[config.mk]
export PLATFORM = sky130hd
export DESIGN_NAME = cpu_regfile_irq_state
export DESIGN_NICKNAME = d
export VERILOG_FILES = /design/src/byte_bank.v /design/src/cpu_regfile_irq_state.v
export VERILOG_INCLUDE_DIRS = /design/src /design/src/src
export SDC_FILE = /design/constraint.sdc
export NUM_CORES = 1
export LEC_CHECK = 0
export ABC_AREA = 1
export BUFFER_PORTS_ARGS = -buffer_cell sky130_fd_sc_hd__buf_4
export CORE_MARGIN = 2
export CORE_UTILIZATION = 45
export DETAILED_ROUTE_END_ITERATION = 7
export HOLD_SLACK_MARGIN = 0.12
export SLEW_MARGIN = 20
export SYNTH_ARGS = -nofsm -noshare
export SYNTH_HDL_FRONTEND = slang
export SYNTH_SLANG_ARGS = --single-unit
[constraint.sdc]
create_clock -name pclk -period 1.8 [get_ports pclk]
set_input_delay 0.18 -clock pclk [delete_from_list [all_inputs] [get_ports pclk]]
set_output_delay 0.18 -clock pclk [all_outputs]
set_load 0.03 [all_outputs]
[src/regfile_regs.vh]
`ifndef REGFILE_REGS_VH
`define REGFILE_REGS_VH

// ----------------------------------------------------------------
// APB word offsets (byte addresses)
// ----------------------------------------------------------------
`define OFF_STATE 8'h00
`define OFF_ACT_LO 8'h04
`define OFF_ACT_HI 8'h08
`define OFF_ALT_LO 8'h0C
`define OFF_ALT_HI 8'h10
`define OFF_INDEX 8'h14
`define OFF_SPPC 8'h18
`define OFF_VECRF 8'h1C

// ----------------------------------------------------------------
// State word bit positions
// ----------------------------------------------------------------
`define ST_IEN 0
`define ST_SEN 1
`define ST_IMA 2
`define ST_IMB 3
`define ST_AFB 4
`define ST_GPB 5

// ----------------------------------------------------------------
// Byte indices inside one bank, pair and word selectors
// ----------------------------------------------------------------
`define IDX_ACC 3'h0
`define IDX_FLG 3'h1
`define PAIR_AF 2'h0
`define WORD_BX 2'h0
`define WORD_BY 2'h1
`define WORD_SP 2'h2
`define WORD_PC 2'h3

// ----------------------------------------------------------------
// Reset values
// ----------------------------------------------------------------
`define RST_BYTE 8'h00
`define RST_WORD 16'h0000
`define RST_SP 16'hFFFF
`define RST_DATA 32'h0000_0000

`endif

[src/byte_bank.v]
`include "regfile_regs.vh"

// One bank of eight byte registers: acc, flags and six general ones.
// Byte i lives at bank_flat[8*i+7:8*i]; pair p is bytes 2p (high), 2p+1 (low).
module byte_bank (
	input wire clk,
	input wire rst_n,
	input wire byte_we,
	input wire [2:0] byte_idx,
	input wire [7:0] byte_data,
	input wire pair_we,
	input wire [1:0] pair_idx,
	input wire [15:0] pair_data,
	output wire [63:0] bank_flat
);

	genvar i;
	generate
		for (i = 0; i < 8; i = i + 1) begin : g_byte
			localparam [31:0] BI = i;
			localparam [31:0] PI = i / 2;
			reg [7:0] byte_ff;
			// A pair write wins over a byte write to the same byte
			always @(posedge clk or negedge rst_n) begin
				if (!rst_n) begin
					byte_ff <= `RST_BYTE;
				end else if (pair_we && pair_idx == PI[1:0]) begin // RL5
					byte_ff <= (i % 2 == 1) ? pair_data[7:0] : pair_data[15:8];
				end else if (byte_we && byte_idx == BI[2:0]) begin // RL5
					byte_ff <= byte_data;
				end
			end
			assign bank_flat[8*i+7:8*i] = byte_ff;
		end
	endgenerate

endmodule // byte_bank

[src/cpu_regfile_irq_state.v]
`include "regfile_regs.vh"

// How it works
// RL1 - Enable flag zero blocks, one permits maskables
// RL2 - Non-maskable entry saves enable into saved flag
// RL3 - Two mode bits encode modes zero, one, two
// RL4 - Main and alternate banks swapped by exchanges
// RL5 - Byte access and fixed 16-bit pair access
// RL6 - Two index registers, stack pointer, program counter
// RL7 - Programmer storage totals 208 bits
// RL8 - Separate refresh counter and vector page registers
// RL9 - Refresh low seven bits count per fetch
// RL10 - Vector page supplies vectored address high byte
// RL11 - Bank swap is one atomic pointer flip
module cpu_regfile_irq_state (
	input wire pclk,
	input wire presetn,
	input wire psel,
	input wire penable,
	input wire pwrite,
	input wire [7:0] paddr,
	input wire [31:0] pwdata,
	output reg [31:0] prdata,
	output wire pready,
	output wire pslverr,
	input wire byte_wr_en,
	input wire [2:0] byte_wr_idx,
	input wire [7:0] byte_wr_data,
	input wire pair_wr_en,
	input wire [1:0] pair_wr_idx,
	input wire [15:0] pair_wr_data,
	input wire [2:0] byte_rd_idx,
	output reg [7:0] byte_rd_data,
	input wire [1:0] pair_rd_idx,
	output reg [15:0] pair_rd_data,
	input wire swap_af,
	input wire swap_gp,
	input wire word_wr_en,
	input wire [1:0] word_wr_idx,
	input wire [15:0] word_wr_data,
	input wire [1:0] word_rd_idx,
	output reg [15:0] word_rd_data,
	input wire pc_inc,
	input wire vec_wr_en,
	input wire [7:0] vec_wr_data,
	input wire rfsh_wr_en,
	input wire [7:0] rfsh_wr_data,
	input wire fetch_done,
	output wire [7:0] refresh_addr,
	output wire [7:0] vector_page,
	input wire ei_cmd,
	input wire di_cmd,
	input wire nmi_accept,
	input wire int_accept,
	input wire nmi_return,
	input wire im_set_en,
	input wire [1:0] im_value,
	input wire int_req,
	output wire int_take,
	output wire irq_enable_flag,
	output wire saved_enable_flag,
	output wire irq_mode_bit_first,
	output wire irq_mode_bit_second,
	output wire [1:0] irq_mode
);

	// ----------------------------------------------------------------
	// Helpers
	// ----------------------------------------------------------------
	// Acc and flags follow one bank pointer, the six general bytes the other
	function bank_of;
		input [2:0] idx;
		input af_sel;
		input gp_sel;
		begin
			bank_of = (idx[2:1] == 2'b00) ? af_sel : gp_sel;
		end
	endfunction

	function [7:0] byte_pick;
		input [63:0] flat;
		input [2:0] idx;
		begin
			byte_pick = flat[{idx, 3'b000} +: 8];
		end
	endfunction

	// ----------------------------------------------------------------
	// State flip-flops
	// ----------------------------------------------------------------
	reg ien_ff, sen_ff, ima_ff, imb_ff, afb_ff, gpb_ff;
	reg nxt_ien, nxt_sen, nxt_ima, nxt_imb, nxt_afb, nxt_gpb;
	reg [15:0] bx_ff, by_ff, sp_ff, pc_ff;
	reg [7:0] vec_ff, rfsh_ff;
	wire [63:0] flat0;
	wire [63:0] flat1;
	wire setup_ph;
	wire access_ph;
	reg addr_hit;
	reg [31:0] nxt_prdata;
	wire state_wr;

	assign setup_ph = psel & ~penable;
	assign access_ph = psel & penable;
	assign state_wr = access_ph & pwrite & addr_hit & (paddr == `OFF_STATE);

	// ----------------------------------------------------------------
	// Banked byte registers
	// ----------------------------------------------------------------
	// 2 banks x 8 bytes (128) + four words (64) + vector and refresh (16)
	genvar b;
	generate
		for (b = 0; b < 2; b = b + 1) begin : g_bank // RL7
			wire hit_byte = (bank_of(byte_wr_idx, afb_ff, gpb_ff) == (b == 1));
			wire hit_pair = (bank_of({pair_wr_idx, 1'b0}, afb_ff, gpb_ff) == (b == 1));
			wire [63:0] flat;
			byte_bank u_bank (
				.clk(pclk),
				.rst_n(presetn),
				.byte_we(byte_wr_en & hit_byte), // RL4
				.byte_idx(byte_wr_idx),
				.byte_data(byte_wr_data),
				.pair_we(pair_wr_en & hit_pair), // RL4
				.pair_idx(pair_wr_idx),
				.pair_data(pair_wr_data),
				.bank_flat(flat)
			);
		end
	endgenerate
	assign flat0 = g_bank[0].flat;
	assign flat1 = g_bank[1].flat;

	// Reads see the stored state before any write or swap of this cycle
	always @(posedge pclk or negedge presetn) begin
		if (!presetn) begin
			byte_rd_data <= `RST_BYTE;
			pair_rd_data <= `RST_WORD;
		end else begin
			byte_rd_data <= bank_of(byte_rd_idx, afb_ff, gpb_ff) ?
				byte_pick(flat1, byte_rd_idx) : byte_pick(flat0, byte_rd_idx); // RL4
			pair_rd_data <= bank_of({pair_rd_idx, 1'b0}, afb_ff, gpb_ff) ?
				{byte_pick(flat1, {pair_rd_idx, 1'b0}),
				byte_pick(flat1, {pair_rd_idx, 1'b1})} :
				{byte_pick(flat0, {pair_rd_idx, 1'b0}),
				byte_pick(flat0, {pair_rd_idx, 1'b1})}; // RL5
		end
	end

	// ----------------------------------------------------------------
	// Word registers, vector page and refresh counter
	// ----------------------------------------------------------------
	always @(posedge pclk or negedge presetn) begin
		if (!presetn) begin
			bx_ff <= `RST_WORD;
			by_ff <= `RST_WORD;
			sp_ff <= `RST_SP;
			pc_ff <= `RST_WORD;
			word_rd_data <= `RST_WORD;
		end else begin
			if (word_wr_en && word_wr_idx == `WORD_BX) begin // RL6
				bx_ff <= word_wr_data;
			end
			if (word_wr_en && word_wr_idx == `WORD_BY) begin // RL6
				by_ff <= word_wr_data;
			end
			if (word_wr_en && word_wr_idx == `WORD_SP) begin // RL6
				sp_ff <= word_wr_data;
			end
			// A load of the program counter wins over its increment
			if (word_wr_en && word_wr_idx == `WORD_PC) begin // RL6
				pc_ff <= word_wr_data;
			end else if (pc_inc) begin
				pc_ff <= pc_ff + 16'h0001;
			end
			case (word_rd_idx)
				`WORD_BX: word_rd_data <= bx_ff;
				`WORD_BY: word_rd_data <= by_ff;
				`WORD_SP: word_rd_data <= sp_ff;
				default: word_rd_data <= pc_ff;
			endcase
		end
	end

	always @(posedge pclk or negedge presetn) begin
		if (!presetn) begin
			vec_ff <= `RST_BYTE;
			rfsh_ff <= `RST_BYTE;
		end else begin
			if (vec_wr_en) begin // RL8
				vec_ff <= vec_wr_data;
			end
			// Bit 7 only changes by an explicit load; it never carries
			if (rfsh_wr_en) begin // RL8
				rfsh_ff <= rfsh_wr_data;
			end else if (fetch_done) begin // RL9
				rfsh_ff <= {rfsh_ff[7], rfsh_ff[6:0] + 7'h01};
			end
		end
	end

	assign refresh_addr = rfsh_ff; // RL9
	assign vector_page = vec_ff; // RL10

	// ----------------------------------------------------------------
	// Interrupt and bank state
	// ----------------------------------------------------------------
	// Software writes land first; decoder events of the same cycle override
	always @* begin
		nxt_ien = ien_ff;
		nxt_sen = sen_ff;
		nxt_ima = ima_ff;
		nxt_imb = imb_ff;
		nxt_afb = afb_ff;
		nxt_gpb = gpb_ff;
		if (state_wr) begin
			nxt_ien = pwdata[`ST_IEN];
			nxt_sen = pwdata[`ST_SEN];
			nxt_ima = pwdata[`ST_IMA];
			nxt_imb = pwdata[`ST_IMB];
			nxt_afb = pwdata[`ST_AFB];
			nxt_gpb = pwdata[`ST_GPB];
		end
		// Swapping is a pointer flip, so no read sees half a bank
		if (swap_af) begin
			nxt_afb = ~afb_ff; // RL11
		end
		if (swap_gp) begin
			nxt_gpb = ~gpb_ff; // RL11
		end
		if (nmi_accept) begin
			nxt_sen = ien_ff; // RL2
			nxt_ien = 1'b0;
		end else if (int_accept) begin
			nxt_ien = 1'b0;
			nxt_sen = 1'b0;
		end else if (ei_cmd) begin
			nxt_ien = 1'b1;
			nxt_sen = 1'b1;
		end else if (di_cmd) begin
			nxt_ien = 1'b0;
			nxt_sen = 1'b0;
		end else if (nmi_return) begin
			nxt_ien = sen_ff; // RL2
		end
		// Value 3 is not a mode; the request keeps the old mode bits, even over a software write
		if (im_set_en) begin
			case (im_value)
				2'd0: begin
					nxt_ima = 1'b0; // RL3
					nxt_imb = 1'b0;
				end
				2'd1: begin
					nxt_ima = 1'b1; // RL3
					nxt_imb = 1'b0;
				end
				2'd2: begin
					nxt_ima = 1'b1; // RL3
					nxt_imb = 1'b1;
				end
				default: begin
					nxt_ima = ima_ff;
					nxt_imb = imb_ff;
				end
			endcase
		end
	end

	always @(posedge pclk or negedge presetn) begin
		if (!presetn) begin
			ien_ff <= 1'b0;
			sen_ff <= 1'b0;
			ima_ff <= 1'b0;
			imb_ff <= 1'b0;
			afb_ff <= 1'b0;
			gpb_ff <= 1'b0;
		end else begin
			ien_ff <= nxt_ien;
			sen_ff <= nxt_sen;
			ima_ff <= nxt_ima;
			imb_ff <= nxt_imb;
			afb_ff <= nxt_afb;
			gpb_ff <= nxt_gpb;
		end
	end

	assign int_take = int_req & ien_ff; // RL1
	assign irq_enable_flag = ien_ff;
	assign saved_enable_flag = sen_ff;
	assign irq_mode_bit_first = ima_ff;
	assign irq_mode_bit_second = imb_ff;
	// The unused 01 code reads back as mode 0
	assign irq_mode = (ima_ff & imb_ff) ? 2'd2 : (ima_ff ? 2'd1 : 2'd0); // RL3

	// ----------------------------------------------------------------
	// APB slave
	// ----------------------------------------------------------------
	always @* begin
		addr_hit = 1'b1;
		nxt_prdata = `RST_DATA;
		if (paddr == `OFF_STATE) begin
			nxt_prdata = {26'h000_0000, gpb_ff, afb_ff, imb_ff, ima_ff, sen_ff, ien_ff};
		end else if (paddr == `OFF_ACT_LO) begin
			nxt_prdata = {afb_ff ? flat1[15:0] : flat0[15:0],
				gpb_ff ? flat1[31:16] : flat0[31:16]};
		end else if (paddr == `OFF_ACT_HI) begin
			nxt_prdata = gpb_ff ? flat1[63:32] : flat0[63:32];
		end else if (paddr == `OFF_ALT_LO) begin
			nxt_prdata = {afb_ff ? flat0[15:0] : flat1[15:0],
				gpb_ff ? flat0[31:16] : flat1[31:16]};
		end else if (paddr == `OFF_ALT_HI) begin
			nxt_prdata = gpb_ff ? flat0[63:32] : flat1[63:32];
		end else if (paddr == `OFF_INDEX) begin
			nxt_prdata = {bx_ff, by_ff};
		end else if (paddr == `OFF_SPPC) begin
			nxt_prdata = {sp_ff, pc_ff};
		end else if (paddr == `OFF_VECRF) begin
			nxt_prdata = {16'h0000, vec_ff, rfsh_ff};
		end else begin
			addr_hit = 1'b0;
		end
	end

	// Read data is captured in the setup cycle so it comes from a flop
	always @(posedge pclk or negedge presetn) begin
		if (!presetn) begin
			prdata <= `RST_DATA;
		end else if (setup_ph) begin
			prdata <= nxt_prdata;
		end
	end

	assign pready = 1'b1;
	assign pslverr = access_ph & ~addr_hit;

endmodule // cpu_regfile_irq_state

* After elaboration in Yosys (flattened, before gate mapping)
Cells that the tools add are included.
** Cells by class
- $add $sub $neg :: 2
- Equal/unequal tests :: 26
- Shifts and indexed selects :: 6
- Muxes and demuxes :: 88
- Bitwise operators :: 18
- Reduce and logical (&&, ||, !) cells :: 64
** Operators with widths (count)
- 64-bit by 7-bit variable part select with 8-bit output :: 6
- 32-bit two-way mux :: 9
- 8-bit two-way mux :: 34
- 16-bit two-way mux :: 8
- 16-bit case mux with 3 select lines :: 1
- 2-bit nonzero test :: 21
- 8-bit by 5-bit equality test with 1-bit output, second input constant :: 4
- 1-bit two-way mux :: 32
- 1-bit logical AND :: 28
- 16-bit by 1-bit adder with 16-bit output, second input constant :: 1
- 8-bit by 4-bit equality test with 1-bit output, second input constant :: 2
- 2-bit zero test :: 7
- 1-bit AND :: 12
- 2-bit equality test, second input constant :: 6
- 3-bit equality test, second input constant :: 4
- 2-bit by 1-bit equality test with 1-bit output, second input constant :: 4
- 8-bit by 3-bit equality test with 1-bit output, second input constant :: 1
- 8-bit zero test :: 1
- 7-bit by 1-bit adder with 7-bit output, second input constant :: 1
- 7-bit two-way mux :: 1
- 3-bit by 2-bit equality test with 1-bit output, second input constant :: 2
- 3-bit by 2-bit inequality test with 1-bit output, second input constant :: 2
- 1-bit inverter :: 6
- 6-bit nonzero test :: 1
- other kinds (7) :: 10
** Word-level totals
- Register bits :: 286
- Bits of input ports :: 133
- Output and inout port bits :: 97
- Word-level logic and storage cells :: 237

* Depth between registers and ports, before layout
- Word-level depth :: 17
- Depth in mapped cells :: 13
- Gate-level depth less buffers :: 11

* By module
A second synthesis with hierarchy kept.
** Unflattened totals
- Cell total of the unflattened synthesis :: 2802
- Area total of the unflattened synthesis :: 19099.6 um^2
** Modules (own cells, without submodules)
- cpu_regfile_irq_state :: times used 1, cells each 1848, area an instance 12042.8 um^2, sequential area each 3973.8 um^2
- byte_bank (g_bank[0].u_bank) :: times used 1, cells each 477, area an instance 3535.9 um^2, sequential area each 1601.5 um^2
- byte_bank (g_bank[1].u_bank) :: times used 1, cells each 477, area an instance 3520.9 um^2, sequential area each 1601.5 um^2

* Worst setup path after synthesis
No wires, ideal clock.
- Path type :: in2out
- From :: input paddr[4]
- To :: output pslverr
- Arrival time :: 2218 ps
- Data required time :: 1620 ps
- Slack :: -598 ps
- Stages on the path :: 5
- Path buffers :: 1
- Cell sequence :: inv_1 nand3_1 nor2_1 clkbuf_1 a2111oi_0
** Between the ends
- Longest elaborated chain between the ends :: 11
- Elaborated cells between the ends (all ways) :: 18
- Classes of those cells :: 7 x eq/ne; 8 x mux; 2 x bitwise; 1 x reduce/logical
** RTL lines
- start, declared :: line cpu_regfile_irq_state.v:21 : input wire [7:0] paddr,
- 8-bit by 5-bit equality test with 1-bit output (no source line)
- 1-bit two-way mux :: line cpu_regfile_irq_state.v:316 : end else if (paddr == `OFF_VECRF) begin
- 1-bit two-way mux :: line cpu_regfile_irq_state.v:314 : end else if (paddr == `OFF_SPPC) begin
- 1-bit two-way mux :: line cpu_regfile_irq_state.v:312 : end else if (paddr == `OFF_INDEX) begin
- 1-bit two-way mux :: line cpu_regfile_irq_state.v:310 : end else if (paddr == `OFF_ALT_HI) begin
- 1-bit two-way mux :: line cpu_regfile_irq_state.v:307 : end else if (paddr == `OFF_ALT_LO) begin
- 1-bit two-way mux :: line cpu_regfile_irq_state.v:305 : end else if (paddr == `OFF_ACT_HI) begin
- 1-bit two-way mux :: line cpu_regfile_irq_state.v:302 : end else if (paddr == `OFF_ACT_LO) begin
- 1-bit two-way mux (*) :: line cpu_regfile_irq_state.v:300 : if (paddr == `OFF_STATE) begin
- 1-bit inverter (*) :: line cpu_regfile_irq_state.v:333 : assign pslverr = access_ph & ~addr_hit;
- 1-bit AND (*) :: line cpu_regfile_irq_state.v:333
- end, declared :: line cpu_regfile_irq_state.v:25 : output wire pslverr,
Every way passes the cells marked *; elsewhere a longest branch is shown, timed or not.

* Worst setup path after layout
- From :: register gpb_ff
- To :: register pair_rd_data[13]
** Between the ends
- Longest elaborated chain between the ends :: 2
** RTL lines
- start, declared :: line cpu_regfile_irq_state.v:91 : reg ien_ff, sen_ff, ima_ff, imb_ff, afb_ff, gpb_ff;
- start signal, assigned :: line cpu_regfile_irq_state.v:282 : gpb_ff <= nxt_gpb;
- 1-bit two-way mux :: line cpu_regfile_irq_state.v:76 : bank_of = (idx[2:1] == 2'b00) ? af_sel : gp_sel;
- 16-bit two-way mux :: line cpu_regfile_irq_state.v:141 : pair_rd_data <= bank_of({pair_rd_idx, 1'b0}, afb_ff, gpb_ff) ?
- end signal, assigned :: line cpu_regfile_irq_state.v:137 : pair_rd_data <= `RST_WORD;
- end signal, assigned :: line cpu_regfile_irq_state.v:141
- end, declared :: line cpu_regfile_irq_state.v:35 : output reg [15:0] pair_rd_data,
Every way passes these cells.
A chain may end at the register's enable or synchronous reset.

==> results.yml <==
routing:
  first_pass_iters: 6
  routedWlPerCell_um: 24.6
  vias: 21000
  drc: 0
  first_iter_violations: 2373
  drt_wl_total_mm: 88.4
  vias_per_cell: 5.85
  antenna_left: 0
setup_path:
  critPathMostFrequentCell: "buf_4"
  cp-end-kind: "register"
  r2r-start: "gpb_ff"
  cpPeakStageDelay_ns: 0.55
  crit_arrival_ns: 2.27
  critPathKind: "register to register"
  r2r_end: "pair_rd_data[13]"
  cp_num_buf_inv: 4
  cp.depth: 8
  worstPathMaxFanout: 10
  r2r_setup_slack_ns: -0.06
  slowest_stage: "dfrtp_4"
  cp-start-kind: "register"
  worstPathCellList: "inv_6 -> o21ai_4 -> buf_4 -> clkbuf_16 -> o21ai_0 -> o22ai_1 -> buf_4 -> a21o_1"
  worstRegToRegCells: 8
  path_delay_family: "buffers and inverters"
  critical_path_required_ns: 2.21
clocking:
  htreeDepth: 2
  root_buffer: "clkbuf_16"
  cts_made_buffers: 35
  cts.sinks: 286
  cts_buffer_depth: 3
  clk_latency_ns: 0.56
  clkTransAtPathRegs_ns: 0.07
  cts_tree: "yes"
cells_and_area:
  drive_above_1_share: 0.204
  regArea_um2: 7180
  multi_input_area_um2: 9330
  fillerInstances: 3605
  fin_cells: 3589
  post-route-cell-area_um2: 24100
  nNetsFinal: 3175
  syn2layout_area_growth_pct: 34.3
synth:
  synth_top_area_frac: 0.376
  async_flop_share: 1.00
  ys_warn_count: 0
  synth_area_leaders: "dfrtp_1, nand2_1, o21ai_0"
  synth_top_area_cell: "dfrtp_1"
  synthCells: 2603
  ys_top_cells_by_count: "nand2_1, o21ai_0, dfrtp_1"
  synthesis.nets: 2741
  synth-edff-count: 0
  ys.flop_type: "dfrtp_1"
  postSynthAreaPerCell_um2: 6.90
  netlist_area_um2: 17900
  yosysMostFrequentCell: "nand2_1"
  ys_seq_elements: 286
  ys_types: 47
  ys_seq_area_frac: 0.400
placed_design:
  gp_congestion: 1.04
  portBuffers: 202
  dp_hpwl_mm: 68.1
  placed_area_um2: 21500
  dp.cells: 3413
power:
  irDropWorstVdd_v: 0.00101
  power_mw: 26.5
  leakage_nw: 11.7
  cellPowerDensity_nw_per_um2: 1100
timing:
  grt_setup_unrepaired: "true"
  timing.final.setup_violations: 14
  period_share: 1.03
  setup_slack_ns: -0.0623
  tightestPinTransition_ns: 0.703
  drv_slew: 0
  fin_crit_ns: 1.86
  finClkSkew_ns: 0.0235
  fin_setup_tns_ns: -0.320
  slew-limit-headroom: 0.529
  fmax_ghz: 0.537
  finalHoldViolCount: 0
worst_hold_path:
  holdPathEnd: "irq_mode_bit_second"
  min_from: "im_value[1]"
  hold_depth: 6
  worstHoldPathType: "input port to register"
die:
  ioPinCount: 230
  initial_utilization: 0.454
  fp-row-count: 73
  die_w_um: 204
  coreArea_um2: 39500
  die-area_um2: 41500
  die_h_um: 204
global_routing:
  grt_pass1_vias: 19900
  antenna_found_initial: 1
  grt_use_total: 0.423
  grt_first_pass_wirelength_mm: 128
  grt_overflow: 0
  grt_max_degree: 55
run:
  cap_violations: 0
run_status:
  violations: "setup timing"
  status: "complete, but fails checks"
sequential cells by signal, indices dropped and copies added (netlist names):
| signal | cells |
|---|---|
| afb_ff | 1 |
| bx_ff | 16 |
| by_ff | 16 |
| byte_rd_data | 8 |
| g_bank.u_bank.g_byte.byte_ff | 128 |
| gpb_ff | 1 |
| irq_enable_flag | 1 |
| irq_mode_bit_first | 1 |
| irq_mode_bit_second | 1 |
| pair_rd_data | 16 |
| pc_ff | 16 |
| prdata | 32 |
| refresh_addr | 8 |
| saved_enable_flag | 1 |
| sp_ff | 16 |
| vector_page | 8 |
| word_rd_data | 16 |
metrics by stage:
step / worst slack (ns) / hold WS (ns) / utilization
CTS: -0.0405 / 0.120 / 0.602
floorplan: 0.207 / -0.116 / -
global placement: -0.185 / 0.155 / 0.545
global route: -0.110 / 0.163 / 0.609
detailed placement: -0.189 / 0.156 / 0.545
finish: -0.0623 / 0.111 / 0.609
power by group:
group          internal [mW]  total, mW  switching (mW)
Clock                   4.44       7.43            3.00
Combinational           3.39       8.88            5.48
Sequential              7.95       10.1            2.20
tightest hold or removal path: stages:
cell and delay [ns]:
buf_4 0.08, ha_1 0.13, nand2_1 0.05, nand2_1 0.06
nand2_1 0.05, nand2_1 0.06
final cells by class:
cell class              instances  share of cell area
diodes                          2            0.000208
clock buffers                  48              0.0426
clock inverters                14             0.00649
inverters                     246              0.0394
multi-input cells            1921               0.387
flip-flops and latches        286               0.298
well taps                     525              0.0273
repair buffers                547               0.199
repair_timing:
action                                 4_1_cts  5_1_grt
setup endpoints to repair                   37      123
gates resized for setup                     28       77
pin swaps                                    5       15
hold buffers                               103        1
buffers inserted                             1        7
endpoints found under the hold margin      487        2
cloned                                       0        3
cell usage in the layout, fill, tap and decap left out, drive strengths merged, types with 3 or more instances in the layout:
cell type	netlist	routed
nor3	17	17
inv	244	245
clkbuf	80	51
dfrtp	270	270
ha	5	5
o21ai	291	291
o221ai	23	23
bufinv	0	3
o211ai	158	158
a21oi	77	77
dlygate4sd3	0	101
a22oi	3	3
o21bai	3	3
nand3	153	153
nor2	253	253
nand4	17	17
mux2	9	9
nand2	839	839
buf	70	443
o22ai	23	23
a221oi	4	4
a21o	11	11
xor2	13	13
clkinv	2	12
or2	6	6
dfstp	16	16
a31oi	7	7
routing by layer:
metal | share of wire | GRT usage | wire [um] | vias to the layer above
met5 | 0 | 0 | 0 | -
met2 | 0.45 | 0.663 | 39600 | 1299
li1 | - | - | - | 9469
met1 | 0.38 | 0.537 | 33500 | 9933
met4 | 0.079 | 0.289 | 7000 | 0
met3 | 0.094 | 0.0690 | 8300 | 283
cells by family after synthesis:
group / count (synthesis) / share of synthesized area
compound gates: 604 / 0.203
xor+xnor: 15 / 0.00732
fa+ha+maj: 5 / 0.00349
buf+inv: 396 / 0.0901
flops: 286 / 0.400
mux: 9 / 0.00565
other cells: 1 / 0.000209
simple gates: 1287 / 0.291
worst max-delay path by stage:
stage	startpoint	slack, ns	end
2_1_floorplan	gpb_ff	0.21	g_bank[0].u_bank.g_byte[3].byte_ff[5]
3_3_place_gp	paddr[5]	-0.18	prdata[8]
3_5_place_dp	paddr[5]	-0.19	prdata[8]
4_1_cts	gpb_ff	-0.04	byte_rd_data[3]
5_1_grt	gpb_ff	-0.11	pair_rd_data[8]
6_report	gpb_ff	-0.06	pair_rd_data[13]
(Power assumes the default switching activity.)
